==> config.mk <==
export PLATFORM = sky130hd
export DESIGN_NAME = isc_counter
export DESIGN_NICKNAME = d
export VERILOG_FILES = /design/src/verilog/isc_counter.v
export VERILOG_INCLUDE_DIRS = /design/src /design/src/verilog
export SDC_FILE = /design/constraint.sdc
export NUM_CORES = 1
export LEC_CHECK = 0
export BUFFER_PORTS_ARGS = -buffer_cell sky130_fd_sc_hd__buf_2
export CAP_MARGIN = 20
export CELL_PAD_IN_SITES_DETAIL_PLACEMENT = 0
export CELL_PAD_IN_SITES_GLOBAL_PLACEMENT = 1
export CORE_ASPECT_RATIO = 1.2
export CORE_MARGIN = 2
export CORE_UTILIZATION = 26
export DETAILED_ROUTE_END_ITERATION = 10
export GPL_TIMING_DRIVEN = 0
export PLACE_DENSITY_LB_ADDON = 0.1
export SLEW_MARGIN = 5
export SYNTH_ARGS = -nofsm -noshare
export SYNTH_HDL_FRONTEND = slang
export SYNTH_SLANG_ARGS = --single-unit
==> constraint.sdc <==
create_clock -name mclk -period 1.5 [get_ports mclk]
set_input_delay 0.3 -clock mclk [delete_from_list [all_inputs] [get_ports mclk]]
set_output_delay 0.3 -clock mclk [all_outputs]
set_load 0.005 [all_outputs]
==> src/verilog/isc_defines.vh <==
`ifndef ISC_DEFINES_VH
`define ISC_DEFINES_VH
// Instruction class codes presented on the class input
`define ISC_CLS_W 5
`define ISC_ADD_B_IMM 5'h00
`define ISC_ADD_B_REG 5'h01
`define ISC_ADD_W_IMM 5'h02
`define ISC_ADD_W_REG 5'h03
`define ISC_ADD_L_IMM 5'h04
`define ISC_ADD_L_REG 5'h05
`define ISC_ADD_SMALL 5'h06
`define ISC_ADDC_IMM 5'h07
`define ISC_ADDC_REG 5'h08
`define ISC_AND_B_IMM 5'h09
`define ISC_AND_B_REG 5'h0A
`define ISC_AND_W_IMM 5'h0B
`define ISC_AND_W_REG 5'h0C
`define ISC_AND_L_IMM 5'h0D
`define ISC_AND_L_REG 5'h0E
`define ISC_AND_FLAGS 5'h0F
`define ISC_BAND_REG 5'h10
`define ISC_BAND_IND 5'h11
`define ISC_BAND_ABS 5'h12
`define ISC_BRANCH8 5'h13
// Cycle counts per type
`define ISC_CNT_W 3
`define ISC_CNT0 3'h0
`define ISC_CNT1 3'h1
`define ISC_CNT2 3'h2
`define ISC_CNT3 3'h3
// Per-cycle state costs
`define ISC_ST_W 3
`define ISC_ST_MEM 3'h2
`define ISC_ST_PER_FAST 3'h2
`define ISC_ST_PER_SLOW 3'h3
`define ISC_ST_INT 3'h1
// Total width
`define ISC_TOT_W 8
`endif

==> src/verilog/isc_counter.v <==
// What this block does
// [RQ1] Total equals sum of count times cost
// [RQ2] Fetch, branch read, stack in memory: 2
// [RQ3] Peripheral byte access costs 2 or 3
// [RQ4] Byte add/AND immediate: one fetch only
// [RQ5] Word immediate two fetches, register one
// [RQ6] Longword immediate: three fetches, nothing else
// [RQ7] Longword register AND 2, add 1
// [RQ8] Small add, carry add, flags AND: 1
// [RQ9] Bit-AND-carry: reg 1; memory 2+1 byte
// [RQ10] Short branches: two fetches, no internal
// [RQ11] Internal costs 1; zero counts add nothing
`timescale 1ns/1ns
`include "isc_defines.vh"
module isc_counter #(
  // Width of each cycle-type count
  parameter CNT_W = `ISC_CNT_W,
  // Width of one per-cycle state cost
  parameter ST_W = `ISC_ST_W,
  // Width of the state total; the largest class sum must fit in it
  parameter TOT_W = `ISC_TOT_W
) (
  // Core clock; every register below runs on each rising edge
  input wire mclk,
  // Synchronous reset, active low
  input wire rst_n,
  // One request per high cycle, from logic on this clock
  input wire req_valid,
  // Instruction class code, taken with the request
  input wire [`ISC_CLS_W-1:0] req_class,
  // High when the byte data access goes to a peripheral module
  input wire data_in_periph,
  // High when the addressed peripheral needs the longer byte access
  input wire periph_slow,
  // Answer strobe, one cycle after each request
  output reg ans_valid_q,
  // High when the last class taken was one this block knows
  output reg ans_known_q,
  // Instruction fetch cycles
  output reg [CNT_W-1:0] fetch_cnt_q,
  // Branch address read cycles
  output reg [CNT_W-1:0] branch_cnt_q,
  // Stack operation cycles
  output reg [CNT_W-1:0] stack_cnt_q,
  // Byte data access cycles
  output reg [CNT_W-1:0] byte_cnt_q,
  // Word data access cycles
  output reg [CNT_W-1:0] word_cnt_q,
  // Internal operation cycles
  output reg [CNT_W-1:0] int_cnt_q,
  // Total execution states of the last request
  output reg [TOT_W-1:0] states_q
);

  // Counts decoded from the class now presented
  reg [CNT_W-1:0] fetch_dec;
  reg [CNT_W-1:0] branch_dec;
  reg [CNT_W-1:0] stack_dec;
  reg [CNT_W-1:0] byte_dec;
  reg [CNT_W-1:0] word_dec;
  reg [CNT_W-1:0] int_dec;
  // Low when the class code is outside the table
  reg known_dec;
  // Per-cycle cost of a byte access at the addressed location
  reg [ST_W-1:0] byte_cost;
  // Weighted terms, one per cycle type
  reg [TOT_W-1:0] fetch_term;
  reg [TOT_W-1:0] branch_term;
  reg [TOT_W-1:0] stack_term;
  reg [TOT_W-1:0] byte_term;
  reg [TOT_W-1:0] word_term;
  reg [TOT_W-1:0] int_term;
  // Sum of the six terms
  reg [TOT_W-1:0] states_sum;
  // Next values of the answer registers
  reg ans_valid_d;
  reg ans_known_d;
  reg [CNT_W-1:0] fetch_cnt_d;
  reg [CNT_W-1:0] branch_cnt_d;
  reg [CNT_W-1:0] stack_cnt_d;
  reg [CNT_W-1:0] byte_cnt_d;
  reg [CNT_W-1:0] word_cnt_d;
  reg [CNT_W-1:0] int_cnt_d;
  reg [TOT_W-1:0] states_d;

  // Product of a count and a cost, both widened to the total width first
  // so that the multiply cannot wrap inside the narrower operands
  function [TOT_W-1:0] isc_weigh;
    input [CNT_W-1:0] cnt;
    input [ST_W-1:0] cost;
    begin
      isc_weigh = {{(TOT_W-CNT_W){1'h0}}, cnt} * {{(TOT_W-ST_W){1'h0}}, cost};
    end
  endfunction

  // Class decode into cycle counts; every count starts at zero so that
  // a class only names the cycle types it really uses
  always @* begin
    fetch_dec = `ISC_CNT0;
    branch_dec = `ISC_CNT0;
    stack_dec = `ISC_CNT0;
    byte_dec = `ISC_CNT0;
    word_dec = `ISC_CNT0;
    int_dec = `ISC_CNT0;
    known_dec = 1'h1;
    case (req_class)
      // Byte immediate forms: a single fetch, nothing else
      `ISC_ADD_B_IMM, `ISC_AND_B_IMM: begin
        fetch_dec = `ISC_CNT1; // [RQ4]
      end
      // Byte register forms
      `ISC_ADD_B_REG, `ISC_AND_B_REG: begin
        fetch_dec = `ISC_CNT1;
      end
      // Word immediate needs a second fetch for the operand
      `ISC_ADD_W_IMM, `ISC_AND_W_IMM: begin
        fetch_dec = `ISC_CNT2; // [RQ5]
      end
      // Word register forms fit in one fetch
      `ISC_ADD_W_REG, `ISC_AND_W_REG: begin
        fetch_dec = `ISC_CNT1; // [RQ5]
      end
      // Longword immediate: three fetches and no other cycles
      `ISC_ADD_L_IMM, `ISC_AND_L_IMM: begin
        fetch_dec = `ISC_CNT3; // [RQ6]
      end
      // Register to register longword add is short
      `ISC_ADD_L_REG: begin
        fetch_dec = `ISC_CNT1; // [RQ7]
      end
      // Register to register longword AND is a two-word instruction
      `ISC_AND_L_REG: begin
        fetch_dec = `ISC_CNT2; // [RQ7]
      end
      // Small constant add, carry add, AND into the flags
      `ISC_ADD_SMALL, `ISC_ADDC_IMM, `ISC_ADDC_REG, `ISC_AND_FLAGS: begin
        fetch_dec = `ISC_CNT1; // [RQ8]
      end
      // Bit AND to carry on a register operand
      `ISC_BAND_REG: begin
        fetch_dec = `ISC_CNT1; // [RQ9]
      end
      // Bit AND to carry on a memory operand reads one byte
      `ISC_BAND_IND, `ISC_BAND_ABS: begin
        fetch_dec = `ISC_CNT2; // [RQ9]
        byte_dec = `ISC_CNT1; // [RQ9]
      end
      // Taken or not, the short branch costs the same
      `ISC_BRANCH8: begin
        fetch_dec = `ISC_CNT2; // [RQ10]
      end
      // Unlisted classes answer zero and flag themselves unknown
      default: begin
        known_dec = 1'h0;
      end
    endcase
  end

  // Byte access cost at the addressed location; on-chip memory takes the
  // same base figure as a fetch, a peripheral module picks its own length
  always @* begin
    if (data_in_periph) begin
      // Peripheral module: the addressed module decides the length
      if (periph_slow) begin
        byte_cost = `ISC_ST_PER_SLOW; // [RQ3]
      end else begin
        byte_cost = `ISC_ST_PER_FAST; // [RQ3]
      end
    end else begin
      // On-chip memory
      byte_cost = `ISC_ST_MEM; // [RQ2]
    end
  end

  // Weight each count by its per-cycle cost; a zero count gives a zero term
  always @* begin
    fetch_term = isc_weigh(fetch_dec, `ISC_ST_MEM); // [RQ2]
    branch_term = isc_weigh(branch_dec, `ISC_ST_MEM); // [RQ2]
    stack_term = isc_weigh(stack_dec, `ISC_ST_MEM); // [RQ2]
    byte_term = isc_weigh(byte_dec, byte_cost); // [RQ3]
    // Word data only ever targets memory in the classes handled here
    word_term = isc_weigh(word_dec, `ISC_ST_MEM);
    int_term = isc_weigh(int_dec, `ISC_ST_INT); // [RQ11]
  end

  // Total of the six terms; all terms share one width, so nothing is cut
  always @* begin
    states_sum = fetch_term + branch_term + stack_term + byte_term + word_term + int_term; // [RQ1]
  end

  // Next answer: load on a request, otherwise hold the last answer so a
  // reader need not latch it; the strobe itself simply follows the request
  always @* begin
    ans_valid_d = req_valid;
    if (req_valid) begin
      // New request: take the decoded figures
      ans_known_d = known_dec;
      fetch_cnt_d = fetch_dec;
      branch_cnt_d = branch_dec;
      stack_cnt_d = stack_dec;
      byte_cnt_d = byte_dec;
      word_cnt_d = word_dec;
      int_cnt_d = int_dec;
      states_d = states_sum; // [RQ1]
    end else begin
      // Idle: keep what was answered last
      ans_known_d = ans_known_q;
      fetch_cnt_d = fetch_cnt_q;
      branch_cnt_d = branch_cnt_q;
      stack_cnt_d = stack_cnt_q;
      byte_cnt_d = byte_cnt_q;
      word_cnt_d = word_cnt_q;
      int_cnt_d = int_cnt_q;
      states_d = states_q;
    end
  end

  // Answer registers; every output comes straight from here
  always @(posedge mclk) begin
    if (!rst_n) begin
      // Reset clears the answer so no stale figure is shown
      ans_valid_q <= 1'h0;
      ans_known_q <= 1'h0;
      fetch_cnt_q <= `ISC_CNT0;
      branch_cnt_q <= `ISC_CNT0;
      stack_cnt_q <= `ISC_CNT0;
      byte_cnt_q <= `ISC_CNT0;
      word_cnt_q <= `ISC_CNT0;
      int_cnt_q <= `ISC_CNT0;
      states_q <= {TOT_W{1'h0}};
    end else begin
      ans_valid_q <= ans_valid_d;
      ans_known_q <= ans_known_d;
      fetch_cnt_q <= fetch_cnt_d;
      branch_cnt_q <= branch_cnt_d;
      stack_cnt_q <= stack_cnt_d;
      byte_cnt_q <= byte_cnt_d;
      word_cnt_q <= word_cnt_d;
      int_cnt_q <= int_cnt_d;
      states_q <= states_d; // [RQ1]
    end
  end
endmodule

==> results of run 1 <==
==> routing by layer <==
metal	wire (µm)	global-route usage, %
met4	16	4.90
met3	84	1.80
met2	637	15.4
met1	465	9.18
met5	0	0
==> critical path, cell delays in order <==
cell     delay [ps]
buf_8           110
or4b_1          510
a31o_1          220
nand2_1          70
ha_1            220
mux2i_1         130
nor2b_1          60
==> cells in the final DEF, fill, tap and decap left out, drive strengths merged, types with 2 or more instances in the layout <==
cell type	netlist	routed
buf	22	40
conb	1	19
dfxtp	9	9
mux2i	5	5
nor2b	5	5
o21ai	4	4
clkbuf	0	4
nand2	3	3
xor2	2	2
nand4b	2	2
nand3	2	2
ha	2	2
==> area by class of cell <==
class	count	share of cell area [%]
plain buffers	22	18.9
well taps	31	4.40
flip-flops and latches	9	20.5
multi-input cells	57	41.3
clock buffers	4	2.98
repair buffers	18	11.9
==> metrics by stage <==
stage / setup WS, ps / area, µm² / power (mW) / hold WS, ps
global placement: -361 / 823 / 0.398 / 451
global route: -27.6 / 881 / 0.632 / 289
floorplan: -116 / 704 / 0.363 / 428
detailed placement: -360 / 823 / 0.399 / 455
CTS: 6.52 / 860 / 0.597 / 285
finish: 31.9 / 881 / 0.595 / 287
==> timing repair <==
item	CTS	global route
cloned	0	0
resized for setup	4	2
endpoints found under the setup margin	2	1
buffers inserted	0	2
pin swaps	4	3
hold buffers	0	0
==> worst max path at each step <==
stage,start,endpoint,slack [ps],cells after the start
5_1_grt,req_class[1],states_q[2]$_SDFFE_PN0P_,-30,7
6_report,req_class[1],states_q[2]$_SDFFE_PN0P_,30,7
4_1_cts,req_class[3],states_q[2]$_SDFFE_PN0P_,7,7
3_5_place_dp,req_class[1],states_q[2]$_SDFFE_PN0P_,-360,8
3_3_place_gp,req_class[1],states_q[2]$_SDFFE_PN0P_,-360,8
2_1_floorplan,req_class[3],states_q[2]$_SDFFE_PN0P_,-120,7
==> cells by family (layout without fill, tap and decap cells) <==
| kind of cell | Yosys count | count (layout) | share of synthesized area, % |
|---|---|---|---|
| XOR/XNOR | 3 | 3 | 4.13 |
| AND/OR/NAND/NOR | 20 | 20 | 21.0 |
| buffers and inverters | 22 | 44 | 26.1 |
| adder cells (fa/ha/maj) | 2 | 2 | 3.93 |
| AO/OA/AOI/OAI | 8 | 8 | 8.06 |
| multiplexers | 5 | 5 | 7.86 |
| flip-flops | 9 | 9 | 28.3 |
| other | 1 | 19 | 0.589 |
==> registers in the layout, indices dropped and copies added, names as in the netlist <==
signal and count:
ans_valid_q 1, byte_cnt_q 1, fetch_cnt_q 2, ans_known_q 1, states_q 4
==> power groups by stage <==
| stage | Clock [mW] | Combinational (mW) | Sequential (mW) |
|---|---|---|---|
| 5_1_grt | 0.208 | 0.168 | 0.256 |
| 6_report | 0.189 | 0.152 | 0.255 |
| 2_1_floorplan | 0 | 0.102 | 0.262 |
| 3_3_place_gp | 0 | 0.138 | 0.260 |
| 4_1_cts | 0.199 | 0.143 | 0.255 |
| 3_5_place_dp | 0 | 0.139 | 0.261 |
==> metrics.md, run 1 <==
| Metric | Value |
|---|---|
| Req. time, crit path | approximately 1700 ps |
| Hpwl dp | ~920 µm |
| Critical path class | input pin to register |
| Syn Inst Count | 70 |
| Largest area contributor in the netlist | dfxtp_1 |
| Fmax | 681 MHz |
| Min cycle time layout | between 1000 and 1500 ps |
| Critical path arrival | around 1600 ps |
| Hold EP | ans_valid_q$_SDFF_PN0_ |
| Worst skew pair latency | ~250 ps |
| Core Footprint | approximately 0.0023 mm² |
| Synth Register Bits | 9 |
| Filler cell count | 264 |
| Syn Area/Cell | 9.10 µm² |
| Worst hold path cell count | 2 |
| Grt total ovfl | 0 |
| Tcrit/Tclk final | a little over nine tenths |
| Multi-input logic area | between 300 and 400 µm² |
| Detailed-route wire length | approximately 1.2 mm |
| Vias per cell | approximately 3.7 |
| DRT Pass-1 Iters | 3 |
| Final std cells w/o fill | about 140 |
| P_leak | about 0.47 nW |
| Setup TNS | 0 ps |
| Synth top area cells | dfxtp_1, buf_4, mux2i_1 |
| TritonCTS buffer count | 3 |
| H-tree depth | 1 |
| Initial antenna violation count | 0 |
| Switching part of the total | between 20% and 30% |
| Max clock buf depth | 2 |
| PD cells | between 600 and 700 mW/mm² |
| Clock edge transition at the registers on the reported setup and hold paths | approximately 60 ps |
| Site Rows | 19 |
| Crit Path Max Fanout | 6 |
| Synth cell count leaders | buf_4, dfxtp_1, mux2i_1, nor2b_1, o21ai_0 |
| First-pass GRT wire length | roughly 1.8 mm |
| Port buffer count | 16 |
| Crit end category | register |
| Worst reg-to-reg path cell count | 2 |
| Worst setup SP type | input pin |
| Dominant synthesized flop cell | dfxtp_1 |
| Reg-to-reg slack, setup | just under 900 ps |
| Reg2reg end | states_q[3]$_SDFFE_PN0P_ |
| Post-route ant nets | 0 |
| Combinational power share | between 20% and 30% |
| Maximum VDD drop | 0.306 mV |
| Vias in the first global route | 454 |
| Die width | 49.2 µm |
| Post-placement cell count | about 140 |
| Reg-to-Reg Start | states_q[3]$_SDFFE_PN0P_ |
| # DRC | 0 |
| RePlAce Congestion | 0.671 |
| CTS tree | yes |
| Final setup vio count | 0 |
| Area growth from synthesis to layout | 38.3% |
| CTS sink count | 9 |
| DIE AREA | roughly 0.0029 mm² |
| GRT Total Usage | around 8.5% |
| Largest net degree at the start of global routing | 11 |
| N_diodes | 0 |
| Post-synth ARST share | 0% |
| RSZ-0062 raised after global routing | true |
| Synth top area share | about 28% |
| Outcome | finished clean |
| Unique cell type count in the Yosys netlist | 26 |
| Final core occ | between 30% and 40% |
| Number of DRC markers in iteration 0 | 3 |
| P_int | ~440 µW |
| CTS Root Cell | clkbuf_4 |
| Most frequent cell after synthesis | buf_4 |
| Part of the power in registers | roughly 43% |
| Hold Fails Final Rpt | 0 |
| I/O pins | 38 |
| HP Start | req_valid |
| Clock Skew | 0 ps |
| Die Ht | roughly 58 µm |
| Clock power share | a little under a third |
| Hold crit path type | input pin to register |
| Initial core utilization | around 28% |
| Share of layout cells above drive strength 1 | a little over two fifths |
| Final #Nets | around 120 |
| Sequential cell area fraction in the yosys report | between 20 and 30% |
| Mapped Area | around 640 µm² |
| Post-detailed-route wirelength per cell | between 8 and 9 µm |
| Post-synth EDFFs | 0 |
| NetSw | 156 µW |
| Number of synthesis warnings | 0 |
| Via count | about 530 |
| Slew Limit Fails | 0 |
| # Max-Cap Violations | 0 |
| FF+latch area | 180 µm² |
No activity file was read; power rests on OpenSTA's default activity.
==> run 2, diff against run 1 <==
CELL_PAD_IN_SITES_DETAIL_PLACEMENT = default   (was 0)
CELL_PAD_IN_SITES_GLOBAL_PLACEMENT = default   (was 1)
CORE_UTILIZATION = 30   (was 26)
PLACE_DENSITY_LB_ADDON = default   (was 0.1)
RECOVER_POWER = 50   (was default)
==> metrics.md, run 2 (synthesized netlist as in run 1, its figures left out) <==
| Metric | Value |
|---|---|
| Crit-path cells | buf_8, or4b_1, a31o_1, nand2_1, ha_1, mux2i_1, nor2b_1 |
| I/O pins | 38 (unchanged) |
| Clock edge transition at the registers on the reported setup and hold paths | 60 ps (about the same) |
| GRT busiest layer | met2 |
| DRT Pass-1 Iters | 4 (+1) |
| CP peak stage delay | 500 ps (about the same) |
| Top Registers | states_q (4), fetch_cnt_q (2) |
| Number of DRC markers in iteration 0 | 2 (-1) |
| Vias in the first global route | 399 (-12%) |
| Req. time, crit path | 1650 ps (about the same) |
| Initial antenna violation count | 0 (unchanged) |
| RSZ-0062 raised after global routing | true |
| Tcrit/Tclk final | 98.2% (+0.30 points) |
| Reg-to-reg slack, setup | 860 ps (-20 ps) |
| Slew Limit Fails | 0 (unchanged) |
| GRT Total Usage | 9.66% (+1.1 points) |
| Die Ht | 54.5 µm (-6.4%) |
| Post-route ant nets | 0 (unchanged) |
| Post-detailed-route wirelength per cell | 8.83 µm (+3.5%) |
| CTS tree | yes |
| Initial core utilization | 31.4% (+3.8 points) |
| Outcome | finished clean |
| Setup TNS | 0 ps (unchanged) |
| Hold crit path type | input pin to register |
| Share of layout cells above drive strength 1 | 44.2% (+2.4 points) |
| N_diodes | 0 (unchanged) |
| PD cells | 664 mW/mm² (-1.8%) |
| RePlAce Congestion | 0.696 (+3.7%) |
| Crit Path Max Fanout | 2 (-4) |
| Grt total ovfl | 0 (unchanged) |
| Core Footprint | 0.00203 mm² (-12%) |
| Critical path arrival | 1620 ps (about the same) |
| Most frequent cells in the layout | buf_4, conb_1, buf_2 |
| Min cycle time layout | 1470 ps (+4.55 ps) |
| Reg2reg end | fetch_cnt_q[1]$_SDFFE_PN0P_ |
| Crit-path leading delay family | simple AND/OR/NAND/NOR gates |
| Hpwl dp | 908 µm (-0.81%) |
| Final #Nets | 126 (+2.4%) |
| Max FFs per register | 4 (unchanged) |
| H-tree depth | 1 (unchanged) |
| Reg-to-Reg Start | fetch_cnt_q[1]$_SDFFE_PN0P_ |
| Critical path depth in cells | 7 (unchanged) |
| M2 GR Usage | 14.4% (-1.1 points) |
| # hold bufs at CTS | 0 (unchanged) |
| Largest Register | states_q |
| P_leak | 0.484 nW (+2.6%) |
| Port buffer count | 16 (unchanged) |
| Met1 usage | 11.9% (+2.7 points) |
| Final setup vio count | 0 (unchanged) |
| Filler cell count | 204 (-23%) |
| DIE AREA | 0.00251 mm² (-12%) |
| Detailed-route wire length | 1.18 mm (-2.3%) |
| Max clock buf depth | 2 (unchanged) |
| Crit end category | register |
| Site Rows | 18 (-1) |
| Worst reg-to-reg path cell count | 2 (unchanged) |
| Worst skew pair latency | 250 ps (about the same) |
| Clock Skew | 0 ps (unchanged) |
| Commonest non-fill, non-tap cell in the layout | buf_4 |
| Hold Fails Final Rpt | 0 (unchanged) |
| Via count | 534 (+1.5%) |
| Critical path class | input pin to register |
| Pwr Total | 610 µW (+2.4%) |
| Area growth from synthesis to layout | 44.2% |
| # Max-Cap Violations | 0 (unchanged) |
| TritonCTS buffer count | 3 (unchanged) |
| Maximum VDD drop | 0.373 mV (+22%) |
| Slowest CP cell | or4b_1 |
| Met3 Use GR | 2.31% (+0.51 points) |
| CTS sink count | 9 (unchanged) |
| Vias per cell | 4.02 (+7.6%) |
| Buf/Inv on CP | 1 (unchanged) |
| Worst setup SP type | input pin |
| CTS Root Cell | clkbuf_4 |
| Fmax | 679 MHz (-0.31%) |
| CP startpoint | req_class[3] |
| Crit path to | states_q[2]$_SDFFE_PN0P_ |
| Die width | 46.1 µm (-6.3%) |
| # DRC | 0 (unchanged) |
| Largest net degree at the start of global routing | 11 (unchanged) |
| First-pass GRT wire length | 1.68 mm (-9.0%) |
## run 2: how the worst min path moves through the flow
stage	end	slack, ps	startpoint	cells after the start
5_1_grt	states_q[0]$_SDFFE_PN0P_	320	periph_slow	3
4_1_cts	ans_valid_q$_SDFF_PN0_	290	req_valid	2
3_5_place_dp	states_q[0]$_SDFFE_PN0P_	470	states_q[0]$_SDFFE_PN0P_	2
2_1_floorplan	ans_known_q$_SDFFE_PN0P_	430	rst_n	1
3_3_place_gp	states_q[0]$_SDFFE_PN0P_	450	states_q[0]$_SDFFE_PN0P_	2
6_report	ans_valid_q$_SDFF_PN0_	310	req_valid	2
## run 2: routing by layer
layer  up-vias  share of wire, %  wire, µm
li1        288                 -         -
met1       227                41       476
met2        17                51       595
met3         2               8.4        99
met4         0              0.34         4
met5         -                 0         0
## run 2: area by class of cell
class / count / area (µm²) / share of cell area [%]
Clock buffer: 4 / 26.3 / 2.86
Sequential cell: 9 / 180 / 19.6
Timing Repair Buffer: 21 / 136 / 14.9
Multi-Input combinational cell: 57 / 380 / 41.4
Buffer: 22 / 170 / 18.5
Tap cell: 20 / 25.0 / 2.72
## run 2: repair_timing
item / CTS / global route
setup buffers: 3 / 2
gates resized for setup: 7 / 5
pin swaps: 5 / 4
endpoints found under the setup margin: 2 / 1
## run 2: per-stage QoR
step | util [%] | hold slack, ps | setup WS (ps) | cells | instance area, µm²
after floorplan | - | 428 | -116 | 88 | 704
after global placement | 39.9 | 454 | -341 | 124 | 810
after detailed placement | 39.9 | 465 | -400 | 124 | 810
final | 45.3 | 305 | 27.3 | 133 | 918
after global routing | 45.3 | 318 | -20.8 | 133 | 918
after CTS | 43.9 | 285 | 5.30 | 131 | 890
## run 2: where the power goes
group	total (mW)	internal [mW]	leakage, nW	switching (mW)
clock	0.184	0.102	0.0150	0.0815
sequential	0.255	0.250	0.0737	0.00495
combinational	0.171	0.0990	0.395	0.0715
